===== src/include/lsd_regs.svh =====
// register map, field positions, reset values and timing figures of the light sensor core
// assumes: included by the core and the bench by bare name
`ifndef LSD_REGS_SVH
`define LSD_REGS_SVH

// ------------------------------------------------------------
// command codes
// ------------------------------------------------------------
`define LSD_CMD_CFG 8'h00
`define LSD_CMD_HTH 8'h01
`define LSD_CMD_LTH 8'h02
`define LSD_CMD_PWR 8'h03
`define LSD_CMD_AMB 8'h04
`define LSD_CMD_WHT 8'h05
`define LSD_CMD_STS 8'h06

// ------------------------------------------------------------
// fields and reset values
// ------------------------------------------------------------
`define LSD_CFG_RST 16'h0001
`define LSD_CFG_SHUTDOWN 0
`define LSD_CFG_IRQ_EN 1
`define LSD_CFG_IT_HI 9
`define LSD_CFG_IT_LO 6
`define LSD_CFG_GAIN_HI 12
`define LSD_CFG_GAIN_LO 11
`define LSD_PWR_EN_BIT 0
`define LSD_STS_BELOW 15
`define LSD_STS_ABOVE 14

// ------------------------------------------------------------
// timing
// ------------------------------------------------------------
`define LSD_CLK_NS 20
`define LSD_MS_NS 1000000
`define LSD_MS_CYCLES (`LSD_MS_NS / `LSD_CLK_NS)
`define LSD_PWR_BASE_MS 13'h1f4
`define LSD_IT25_MS 13'h019
`define LSD_IT50_MS 13'h032
`define LSD_IT100_MS 13'h064
`define LSD_IT200_MS 13'h0c8
`define LSD_IT400_MS 13'h190
`define LSD_IT800_MS 13'h320

`endif


===== src/include/lsd_pkg.sv =====
// types of the light sensor core: serial engine states and the state record
// assumes: nothing beyond the register header
package lsd_pkg;

    typedef enum logic [3:0] {
        ST_IDLE = 4'h0,
        ST_ADDR = 4'h1,
        ST_AACK = 4'h3,
        ST_CMD = 4'h2,
        ST_CACK = 4'h6,
        ST_WR = 4'h7,
        ST_WACK = 4'h5,
        ST_RD = 4'h4,
        ST_RACK = 4'hc
    } lsd_state_t;

    typedef struct packed {
        logic scl1;
        logic scl2;
        logic scl3;
        logic sda1;
        logic sda2;
        logic sda3;
        logic scl_f;
        logic sda_f;
        lsd_state_t st;
        logic [3:0] cnt;
        logic [7:0] sr;
        logic [7:0] tx;
        logic [15:0] word;
        logic [7:0] wlo;
        logic [7:0] cmd;
        logic rw;
        logic hi;
        logic nack;
        logic oe;
        logic [15:0] cfg;
        logic [15:0] hthr;
        logic [15:0] lthr;
        logic [2:0] pwr;
        logic [15:0] amb;
        logic [15:0] wht;
        logic above;
        logic below;
        logic [15:0] ms_cnt;
        logic [12:0] ref_ms;
        logic tick;
    } lsd_regs_t;

endpackage : lsd_pkg


===== src/core/lsd_core.sv =====
// register side of the ambient light sensor: two-wire slave, command registers,
// window flags and refresh timer
// assumes: SCL/SDA arrive asynchronously; converter results arrive on CLK with a valid pulse
//
// Operation
// - power save bits 2:1 of code 03h select mode 1 to 4
// - bit 0 of code 03h enables power saving with selected mode
// - bits 15:3 of code 03h reserved, not stored, no function
// - read of code 04h returns 16-bit ambient result
// - ambient word: high byte in bits 15:8, low byte in 7:0
// - read of code 05h returns white result, same byte placement
// - status bit 15 set when data crosses low window threshold
// - status bit 14 set on high threshold crossing; bits 13:0 reserved
// - both window flags are read-only to the host
// - code 01h holds 16-bit high threshold used for crossing detection
// - code 02h holds 16-bit low threshold used for crossing detection
// - crossing events only while configuration bit 1 is set
// - refresh interval from mode and integration time, e.g. 600/1100/4100 ms
`include "lsd_regs.svh"
`timescale 1ns/100ps

module lsd_core #(
    parameter logic [6:0] DEV_ADDR = 7'h2a,  // arbitrary value
    parameter logic [15:0] MS_CYCLES = 16'(`LSD_MS_CYCLES)
) (
    // clock and reset
    input wire logic CLK,
    input wire logic RESETN,
    // two-wire bus
    input wire logic SCL_IN,
    input wire logic SDA_IN,
    output logic SDA_OUT,
    output logic SDA_OE,
    // converter side
    input wire logic SAMPLE_VALID,
    input wire logic [15:0] AMBIENT_DATA,
    input wire logic [15:0] WHITE_DATA,
    output logic REFRESH_TICK,
    output logic SHUTDOWN,
    output logic [1:0] GAIN_SELECT,
    output logic [3:0] INTEGRATION_PERIOD,
    output logic POWER_SAVE_ENABLE,
    output logic [1:0] POWER_SAVE_MODE
);
    import lsd_pkg::*;

    // ------------------------------------------------------------
    // reset release
    // ------------------------------------------------------------
    logic rst_meta;
    logic rst_n;

    always_ff @(posedge CLK or negedge RESETN) begin
        if (!RESETN) begin
            rst_meta <= 1'b0;
            rst_n <= 1'b0;
        end else begin
            rst_meta <= 1'b1;
            rst_n <= rst_meta;
        end
    end

    // ------------------------------------------------------------
    // state
    // ------------------------------------------------------------
    lsd_regs_t q;
    lsd_regs_t n;
    logic scl_rise;
    logic scl_fall;
    logic start_c;
    logic stop_c;
    logic wr_fire;
    logic rd_done;
    logic [15:0] wr_word;
    logic [15:0] rd_mux;
    logic [12:0] it_ms;
    logic [12:0] period;

    always_comb begin
        case (q.cmd)
            `LSD_CMD_CFG: rd_mux = q.cfg;
            `LSD_CMD_HTH: rd_mux = q.hthr;
            `LSD_CMD_LTH: rd_mux = q.lthr;
            `LSD_CMD_PWR: rd_mux = {13'h0000, q.pwr};
            `LSD_CMD_AMB: rd_mux = q.amb;
            `LSD_CMD_WHT: rd_mux = q.wht;
            `LSD_CMD_STS: rd_mux = {q.below, q.above, 14'h0000};
            default: rd_mux = 16'h0000;
        endcase
        case (q.cfg[`LSD_CFG_IT_HI:`LSD_CFG_IT_LO])
            4'hc: it_ms = `LSD_IT25_MS;
            4'h8: it_ms = `LSD_IT50_MS;
            4'h1: it_ms = `LSD_IT200_MS;
            4'h2: it_ms = `LSD_IT400_MS;
            4'h3: it_ms = `LSD_IT800_MS;
            default: it_ms = `LSD_IT100_MS;
        endcase
        // power saving adds 500 ms doubled per mode step
        if (q.pwr[`LSD_PWR_EN_BIT]) begin
            period = (`LSD_PWR_BASE_MS << q.pwr[2:1]) + it_ms;
        end else begin
            period = it_ms;
        end
    end

    always_comb begin
        n = q;
        wr_fire = 1'b0;
        rd_done = 1'b0;
        wr_word = {q.sr, q.wlo};
        n.tick = 1'b0;
        // ------------------------------------------------------------
        // pin sampling: a level counts once stages two and three agree
        // ------------------------------------------------------------
        n.scl1 = SCL_IN;
        n.scl2 = q.scl1;
        n.scl3 = q.scl2;
        n.sda1 = SDA_IN;
        n.sda2 = q.sda1;
        n.sda3 = q.sda2;
        n.scl_f = (q.scl2 == q.scl3) ? q.scl3 : q.scl_f;
        n.sda_f = (q.sda2 == q.sda3) ? q.sda3 : q.sda_f;
        scl_rise = n.scl_f & ~q.scl_f;
        scl_fall = ~n.scl_f & q.scl_f;
        start_c = q.scl_f & n.scl_f & q.sda_f & ~n.sda_f;
        stop_c = q.scl_f & n.scl_f & ~q.sda_f & n.sda_f;
        // ------------------------------------------------------------
        // serial engine, low byte first on the wire
        // ------------------------------------------------------------
        case (q.st)
            ST_ADDR, ST_CMD, ST_WR: begin
                if (scl_rise) begin
                    n.sr = {q.sr[6:0], n.sda_f};
                    n.cnt = q.cnt + 4'h1;
                end
                if (scl_fall && q.cnt == 4'h8) begin
                    n.oe = 1'b1;
                    if (q.st == ST_ADDR) begin
                        n.rw = q.sr[0];
                        n.st = (q.sr[7:1] == DEV_ADDR) ? ST_AACK : ST_IDLE;
                        n.oe = (q.sr[7:1] == DEV_ADDR);
                    end else if (q.st == ST_CMD) begin
                        n.cmd = q.sr;
                        n.hi = 1'b0;
                        n.st = ST_CACK;
                    end else begin
                        n.st = ST_WACK;
                        n.hi = ~q.hi;
                        if (q.hi) begin
                            wr_fire = 1'b1;
                        end else begin
                            n.wlo = q.sr;
                        end
                    end
                end
            end
            ST_AACK: begin
                if (scl_fall) begin
                    n.cnt = 4'h0;
                    n.oe = 1'b0;
                    n.st = ST_CMD;
                    if (q.rw) begin
                        // snapshot so a new sample cannot tear the word
                        n.word = rd_mux;
                        n.tx = rd_mux[7:0];
                        n.oe = ~rd_mux[7];
                        n.hi = 1'b0;
                        n.st = ST_RD;
                    end
                end
            end
            ST_CACK, ST_WACK: begin
                if (scl_fall) begin
                    n.cnt = 4'h0;
                    n.oe = 1'b0;
                    n.st = ST_WR;
                end
            end
            ST_RD: begin
                n.cnt = q.cnt + {3'h0, scl_rise};
                if (scl_fall) begin
                    if (q.cnt == 4'h8) begin
                        n.oe = 1'b0;
                        n.st = ST_RACK;
                    end else begin
                        n.tx = {q.tx[6:0], 1'b0};
                        n.oe = ~q.tx[6];
                    end
                end
            end
            ST_RACK: begin
                n.nack = scl_rise ? n.sda_f : q.nack;
                if (scl_fall) begin
                    n.cnt = 4'h0;
                    n.st = ST_IDLE;
                    if (q.hi) begin
                        rd_done = 1'b1;
                    end else if (!q.nack) begin
                        n.hi = 1'b1;
                        n.tx = q.word[15:8];
                        n.oe = ~q.word[15];
                        n.st = ST_RD;
                    end
                end
            end
            default: begin
                n.st = ST_IDLE;
                n.oe = 1'b0;
            end
        endcase
        if (start_c) begin
            n.st = ST_ADDR;
            n.cnt = 4'h0;
            n.oe = 1'b0;
        end
        if (stop_c) begin
            n.st = ST_IDLE;
            n.oe = 1'b0;
        end
        // ------------------------------------------------------------
        // register writes; status and results have no write path
        // ------------------------------------------------------------
        if (wr_fire) begin
            case (q.cmd)
                `LSD_CMD_CFG: n.cfg = wr_word;
                `LSD_CMD_HTH: n.hthr = wr_word;
                `LSD_CMD_LTH: n.lthr = wr_word;
                `LSD_CMD_PWR: n.pwr = wr_word[2:0];
                default: n.pwr = q.pwr;
            endcase
        end
        // ------------------------------------------------------------
        // results and window flags; clear first so a new crossing wins
        // ------------------------------------------------------------
        if (rd_done && q.cmd == `LSD_CMD_STS) begin
            n.below = 1'b0;
            n.above = 1'b0;
        end
        if (SAMPLE_VALID) begin
            n.amb = AMBIENT_DATA;
            n.wht = WHITE_DATA;
            if (q.cfg[`LSD_CFG_IRQ_EN]) begin
                if (AMBIENT_DATA < q.lthr) begin
                    n.below = 1'b1;
                end
                if (AMBIENT_DATA > q.hthr) begin
                    n.above = 1'b1;
                end
            end
        end
        // ------------------------------------------------------------
        // refresh timer, held at zero while shut down
        // ------------------------------------------------------------
        if (q.cfg[`LSD_CFG_SHUTDOWN]) begin
            n.ms_cnt = 16'h0000;
            n.ref_ms = 13'h0000;
        end else if (q.ms_cnt >= MS_CYCLES - 16'h0001) begin
            n.ms_cnt = 16'h0000;
            if (q.ref_ms >= period - 13'h0001) begin
                n.ref_ms = 13'h0000;
                n.tick = 1'b1;
            end else begin
                n.ref_ms = q.ref_ms + 13'h0001;
            end
        end else begin
            n.ms_cnt = q.ms_cnt + 16'h0001;
        end
    end

    always_ff @(posedge CLK or negedge rst_n) begin
        if (!rst_n) begin
            q <= '0;
            q.scl1 <= 1'b1;
            q.scl2 <= 1'b1;
            q.scl3 <= 1'b1;
            q.sda1 <= 1'b1;
            q.sda2 <= 1'b1;
            q.sda3 <= 1'b1;
            q.scl_f <= 1'b1;
            q.sda_f <= 1'b1;
            q.cfg <= `LSD_CFG_RST;
        end else begin
            q <= n;
        end
    end

    // ------------------------------------------------------------
    // outputs
    // ------------------------------------------------------------
    assign SDA_OUT = 1'b0;
    assign SDA_OE = q.oe;
    assign REFRESH_TICK = q.tick;
    assign SHUTDOWN = q.cfg[`LSD_CFG_SHUTDOWN];
    assign GAIN_SELECT = q.cfg[`LSD_CFG_GAIN_HI:`LSD_CFG_GAIN_LO];
    assign INTEGRATION_PERIOD = q.cfg[`LSD_CFG_IT_HI:`LSD_CFG_IT_LO];
    assign POWER_SAVE_ENABLE = q.pwr[`LSD_PWR_EN_BIT];
    assign POWER_SAVE_MODE = q.pwr[2:1];
endmodule : lsd_core


===== config.mk =====
export PLATFORM = sky130hd
export DESIGN_NAME = lsd_core
export DESIGN_NICKNAME = d
export VERILOG_FILES = /design/src/include/lsd_pkg.sv /design/src/core/lsd_core.sv
export VERILOG_INCLUDE_DIRS = /design/src /design/src/include
export SDC_FILE = /design/constraint.sdc
export NUM_CORES = 1
export LEC_CHECK = 0
export BUFFER_PORTS_ARGS = -buffer_cell sky130_fd_sc_hd__buf_2
export CORE_MARGIN = 4
export CORE_UTILIZATION = 60
export CTS_BUF_LIST = sky130_fd_sc_hd__clkbuf_2
export DETAILED_ROUTE_END_ITERATION = 10
export PLACE_DENSITY = 0.83
export SLEW_MARGIN = 40
export SYNTH_ARGS = -nofsm -noshare
export SYNTH_HDL_FRONTEND = slang
export SYNTH_SLANG_ARGS = --single-unit

===== constraint.sdc =====
create_clock -name CLK -period 7.4 [get_ports CLK]
set_input_delay 0.74 -clock CLK [delete_from_list [all_inputs] [get_ports CLK]]
set_output_delay 0.74 -clock CLK [all_outputs]
set_load 0.1 [all_outputs]

* Word-level counts from Yosys, hierarchy flattened
Cells that the tools add are included.
** Word-level totals
- Output and inout bits :: 13
- Input port bits :: 37
- Flip-flop bits (word level) :: 184
** Cells by class
- Bitwise gates (word level) :: 17
- Eq/ne operators :: 44
- Magnitude comparators :: 4
- Shift operators :: 1
- Muxes and demuxes :: 70
- Reductions and logical operators :: 24
- $add $sub $neg :: 6
** Operators by type and width (count)
- one-hot mux 16 bit (7 select lines) :: 1
- one-hot mux 10 bit (5 select lines) :: 1
- 2-to-1 mux 23 bit :: 2
- one-hot mux 4 bit (5 select lines) :: 2
- 2-to-1 mux 7 bit :: 5
- 2-to-1 mux 1 bit :: 33
- 2-to-1 mux 8 bit :: 4
- != test 4 bit, second input constant :: 8
- 2-to-1 mux 29 bit :: 1
- 2-to-1 mux 13 bit :: 2
- == test 8 x 3 -> 1 bit, second input constant :: 3
- one-hot mux 7 bit (3 select lines) :: 1
- 2-to-1 mux 4 bit :: 5
- != test 2 bit, second input constant :: 9
- adder 16 x 1 -> 16 bit, second input constant :: 1
- == test 4 x 2 -> 1 bit, second input constant :: 4
- == test 4 x 3 -> 1 bit, second input constant :: 4
- == test 4 bit, second input constant :: 4
- == test 8 x 2 -> 1 bit, second input constant :: 2
- greater-or-equal comparator 16 bit, second input constant :: 1
- greater-than comparator 16 bit :: 1
- < comparator 16 bit :: 1
- 2-to-1 mux 16 bit :: 1
- 2-to-1 mux 14 bit :: 1
- other kinds (33) :: 69

* Depth between registers and ports, before layout
- Depth after elaboration :: 11
- Mapped depth :: 23

* Least setup slack after synthesis
OpenSTA, ideal clock, no wires.
- Kind :: register to register
- Start :: register q, in the netlist INTEGRATION_PERIOD[1]
- End :: register q[13] (netlist bit)
- Slack :: 2816 ps
- Period minus slack after synthesis :: 4584 ps
- Arrival time :: 4502 ps
- Path buffers :: 3
- Required time :: 7318 ps
- Cell stages (with the launch flop) :: 23
- Path through :: dfrtp_1 > buf_2 > nand2b_1 > nor2_1 > nand2_1 > and2_1 > ha_1 > a21oi_1 > o221ai_1 > xor2_1 > nor4_1 > and3_1 > nor2_1 > ha_1 > a211o_1 > a21oi_1 > o21ai_1 > a221o_1 > nor3_4 > buf_6 > buf_8 > nand2_2 > a31oi_1
** On the way
- Word-level cells in the longest chain between the ends :: 9
- Elaborated cells on any way between the ends :: 13
- Classes of those cells :: add/sub: 2; order compare: 1; eq/ne: 5; mux: 5
** RTL lines
- start: declaration :: RTL line lsd_core.sv:66 : lsd_regs_t q;
- start signal: assignment :: RTL line lsd_core.sv:283 : q <= n;
- == test 4 x 2 -> 1 bit (tied with other cells) :: RTL line lsd_core.sv:90 : case (q.cfg[`LSD_CFG_IT_HI:`LSD_CFG_IT_LO])
- one-hot mux 10 bit (5 select lines) * :: RTL line lsd_core.sv:90
- adder 13 bit :: RTL line lsd_core.sv:100 : period = (`LSD_PWR_BASE_MS << q.pwr[2:1]) + it_ms;
- 2-to-1 mux 13 bit * :: RTL line lsd_core.sv:99 : if (q.pwr[`LSD_PWR_EN_BIT]) begin
- subtractor 13 x 1 -> 13 bit * :: RTL line lsd_core.sv:259 : if (q.ref_ms >= period - 13'h0001) begin
- greater-or-equal comparator 13 bit * :: RTL line lsd_core.sv:259
- 2-to-1 mux 13 bit * :: RTL line lsd_core.sv:259
- 2-to-1 mux 14 bit * :: RTL line lsd_core.sv:257 : end else if (q.ms_cnt >= MS_CYCLES - 16'h0001) begin
- 2-to-1 mux 29 bit * :: RTL line lsd_core.sv:254 : if (q.cfg[`LSD_CFG_SHUTDOWN]) begin
Every way passes the cells marked *; elsewhere a longest branch is shown, timed or not. The select of a mux whose other input is x is not followed.
A chain may end at the register's enable or synchronous reset.

* Worst setup path after layout
- Start :: register q, in the netlist INTEGRATION_PERIOD[2]
- End :: register q[8] (netlist bit)
The elaborated chain is that of the path after synthesis.

==> impl_metrics.tcl <==
set metrics [dict create \
    die_y_extent_um 138 \
    most-common-layout-cells "dfrtp_1, nor2_1, o21ai_0" \
    cts.repair.resized 0 \
    layout.core_utilization_pct 64.7 \
    tritoncts_num_sinks 176 \
    syn-cell-area_um2 10200 \
    syn-instance-count 1015 \
    postSynth.topFlopCell "dfrtp_1" \
    power.density_cell_area_nw_per_um2 171 \
    postSynthAreaPerCell_um2 10.0 \
    relSlewSlack_pct 46.3 \
    initial_antenna_violation_count 1 \
    synth_xor_area_share_pct 2.15 \
    final.min_clock_period_ps 5300 \
    drc 0 \
    yosys.cell_types.count 84 \
    hold_path.class "primary input to flip-flop" \
    tightestPinTransition_ps 806 \
    fin_worst_skew_ps 48.5 \
    synth_top_family_by_area "compound AO/OA/AOI/OAI gates" \
    critPathMaxFanout 15 \
    crit_path_start_kind "flip-flop" \
    layout.area.seq_um2 4420 \
    drt.antenna.violating_nets 0 \
    clock.fmax_ghz 0.189 \
    total_leakage_power_nw 4.71 \
    worst_ir_drop_vdd_v 0.000108 \
    finalPower_w 0.00184 \
    worst_path_required_ps 8100 \
    final_nets 1135 \
    grt_pass1_wl_mm 39.6 \
    port-buffer-count 48 \
    timing_hold_violations_final 0 \
    clk_latency_ps 760 \
    wire_per_inst_um 18.8 \
    clock_tree.root_cell "clkbuf_2" \
    path_class "flip-flop to flip-flop" \
    io_pins 50 \
    number_of_flops_mapped_to_enable_cells_by_yosys 0 \
    setup_viol 0 \
    worst_setup_path_end_kind "flip-flop" \
    row_count 47 \
    ys_seq_elements 176 \
    nFillCells 1335 \
    floorplan.die_area_um2 19100 \
    synthMuxAreaShare_pct 11.1 \
    layout_commonest_cell "dfrtp_1" \
    cts_tree "built" \
    finalWeightedCongestion 0.918 \
    chip_width_um 138 \
    grt_start_max_net_pins 86 \
    tritoncts.num_buffers 17 \
    coreArea_um2 16600 \
    multiInputGateArea_um2 5260 \
    initial_utilization_pct 61.3 \
    result_of_the_run "complete, no violations" \
    dp_hpwl_mm 17.2 \
    final.period_utilization_pct 71.6 \
    synth-adder-area-share_pct 7.73 \
    global_route.usage.total_pct 25.2 \
    synth_compound_gate_area_share_pct 15.4 \
    number_of_global_route_vias_before_repair 7881 \
    yosys_warnings 0 \
    synthesis.nets 1111 \
    detailroute.via_count 7944 \
    drt-pass1-iter-count 10 \
    postCtsSetupBuffers 0 \
    drive_gt1_share_pct 18.8 \
    area_growth_pct 5.49 \
    cts-root-to-sink-buffers 2 \
    yosysSeqAreaShare_pct 43.4 \
    synth_async_sr_flop_share_pct 100 \
    maxSlewViolCount 0 \
    wirelength_mm 24.0 \
    drv_cap 0 \
    setup-tns-final_ps 0 \
    post_drt_via_cell_ratio 6.24 \
    synth_simple_gate_area_share_pct 15.1 \
    cts_hold_repair.buffers 1 \
    h_tree_levels 4 \
    initialDrtViolationCount 928 \
    grt_setup_unrepaired "no" \
    worst_path_clk_slew_ps 280 \
    worst_ep_arrival_time_ps 6000 \
    grt.overflow.total 0 \
]
==> worst max-delay path: stages, from the launching register on <==
cell and delay, ps:
dfrtp_1 520, nor2_1 280, nand2_1 120, a21oi_1 280, inv_1 130, fa_1 470, xor2_1 210, and2_1 180
nand3b_1 140, nor4_1 440, and3_1 280, nor2_1 70, ha_1 310, a211o_1 260, a21oi_1 110, o21ai_1 80
a221o_1 400, nor3_4 370, buf_6 240, or2b_1 240, a31oi_1 150
==> metrics by stage <==
step | cell area, um2 | hold slack (ps) | cells | setup WS [ps]
6_report | 10700 | 177 | 1273 | 2100
3_3_place_gp | 10500 | 314 | 1236 | 2190
2_1_floorplan | 10200 | 331 | 1015 | 2150
4_1_cts | 10700 | 29.0 | 1269 | 1920
3_5_place_dp | 10500 | 317 | 1236 | 1970
5_1_grt | 10700 | 118 | 1273 | 1680
==> Yosys cell counts (4+ instances only) <==
cell type	n	share of area, %
dfrtp_1	167	41
nor2_1	82	3.0
o21ai_0	76	3.7
nand2_1	75	2.8
mux2_2	70	7.8
ha_1	58	7.1
inv_1	56	2.1
a21oi_1	50	2.5
nand3_1	25	1.2
clkbuf_1	24	0.89
and3_1	15	0.92
buf_2	15	0.74
nand4_1	15	0.92
xor2_1	15	1.3
a21o_1	14	1.0
mux2i_1	14	1.4
nor3_1	14	0.69
nand2b_1	13	0.80
a31oi_1	12	0.74
buf_4	12	0.89
nor2b_1	11	0.68
a222oi_1	10	0.98
mux2_1	10	1.1
xnor2_1	10	0.86
dfstp_2	9	2.3
a22oi_1	8	0.59
a221oi_1	7	0.60
a21oi_2	6	0.52
o21a_1	6	0.44
or3_1	6	0.37
nand3b_1	5	0.37
nor4_1	5	0.31
o31ai_1	5	0.37
or2_2	5	0.31
a22o_1	4	0.34
and2_1	4	0.25
maj3_1	4	0.39
mux4_2	4	0.89
o21ai_1	4	0.20
==> state kept, by name (all words and copies together) (netlist names) <==
signal and count:
INTEGRATION_PERIOD 4, q 158, REFRESH_TICK 1, GAIN_SELECT 2, SHUTDOWN 1, rst_meta 1, n 4, rst_n 1
SDA_OE 1, POWER_SAVE_ENABLE 1, POWER_SAVE_MODE 2
==> metal layers <==
| metal | track usage (%) | vias up | share of wire [%] |
|---|---|---|---|
| li1 | - | 3695 | - |
| met1 | 35.2 | 3862 | 44 |
| met2 | 39.3 | 333 | 47 |
| met3 | 4.21 | 54 | 6.0 |
| met4 | 10.4 | 0 | 3.2 |
| met5 | 0 | - | 0 |
==> cells by family (layout without fill, tap and decap cells) <==
family,count (synthesis),after routing
other,2,3
multiplexers,98,98
flip-flops,176,176
XOR/XNOR,25,25
buffers and inverters,113,150
adder cells (fa/ha/maj),63,63
AND/OR/NAND/NOR,298,298
AO/OA/AOI/OAI,240,240
==> final timing paths <==
check	start	end	cells past startpoint	slack, ps
worst max register to register	INTEGRATION_PERIOD[2]	q[8]	20	2100
max in group asynchronous	rst_n	q[147]	1	5990
min in group asynchronous	RESETN	rst_n	2	250
worst min register to register	rst_n	q[20]	0	320
worst max-delay path	INTEGRATION_PERIOD[2]	q[8]	20	2100
worst min-delay path	WHITE_DATA[15]	q[47]	2	180
==> where the power goes <==
group	switching, W	internal, W	leakage [nW]	total (W)
Sequential	0.000102	0.00102	2.25	0.00112
Clock	0.000342	0.000124	0.137	0.000465
Combinational	0.000145	0.000109	2.32	0.000253
==> final cells by class <==
cell class | instances | share of cell area (%)
multi-input cells | 726 | 49.0
flip-flops and latches | 176 | 41.2
repair buffers | 61 | 3.31
well taps | 220 | 2.57
inverters | 57 | 2.00
clock inverters | 14 | 1.05
clock buffers | 18 | 0.840
diodes | 1 | 0.0233
Power figures use the tool's default switching activity.
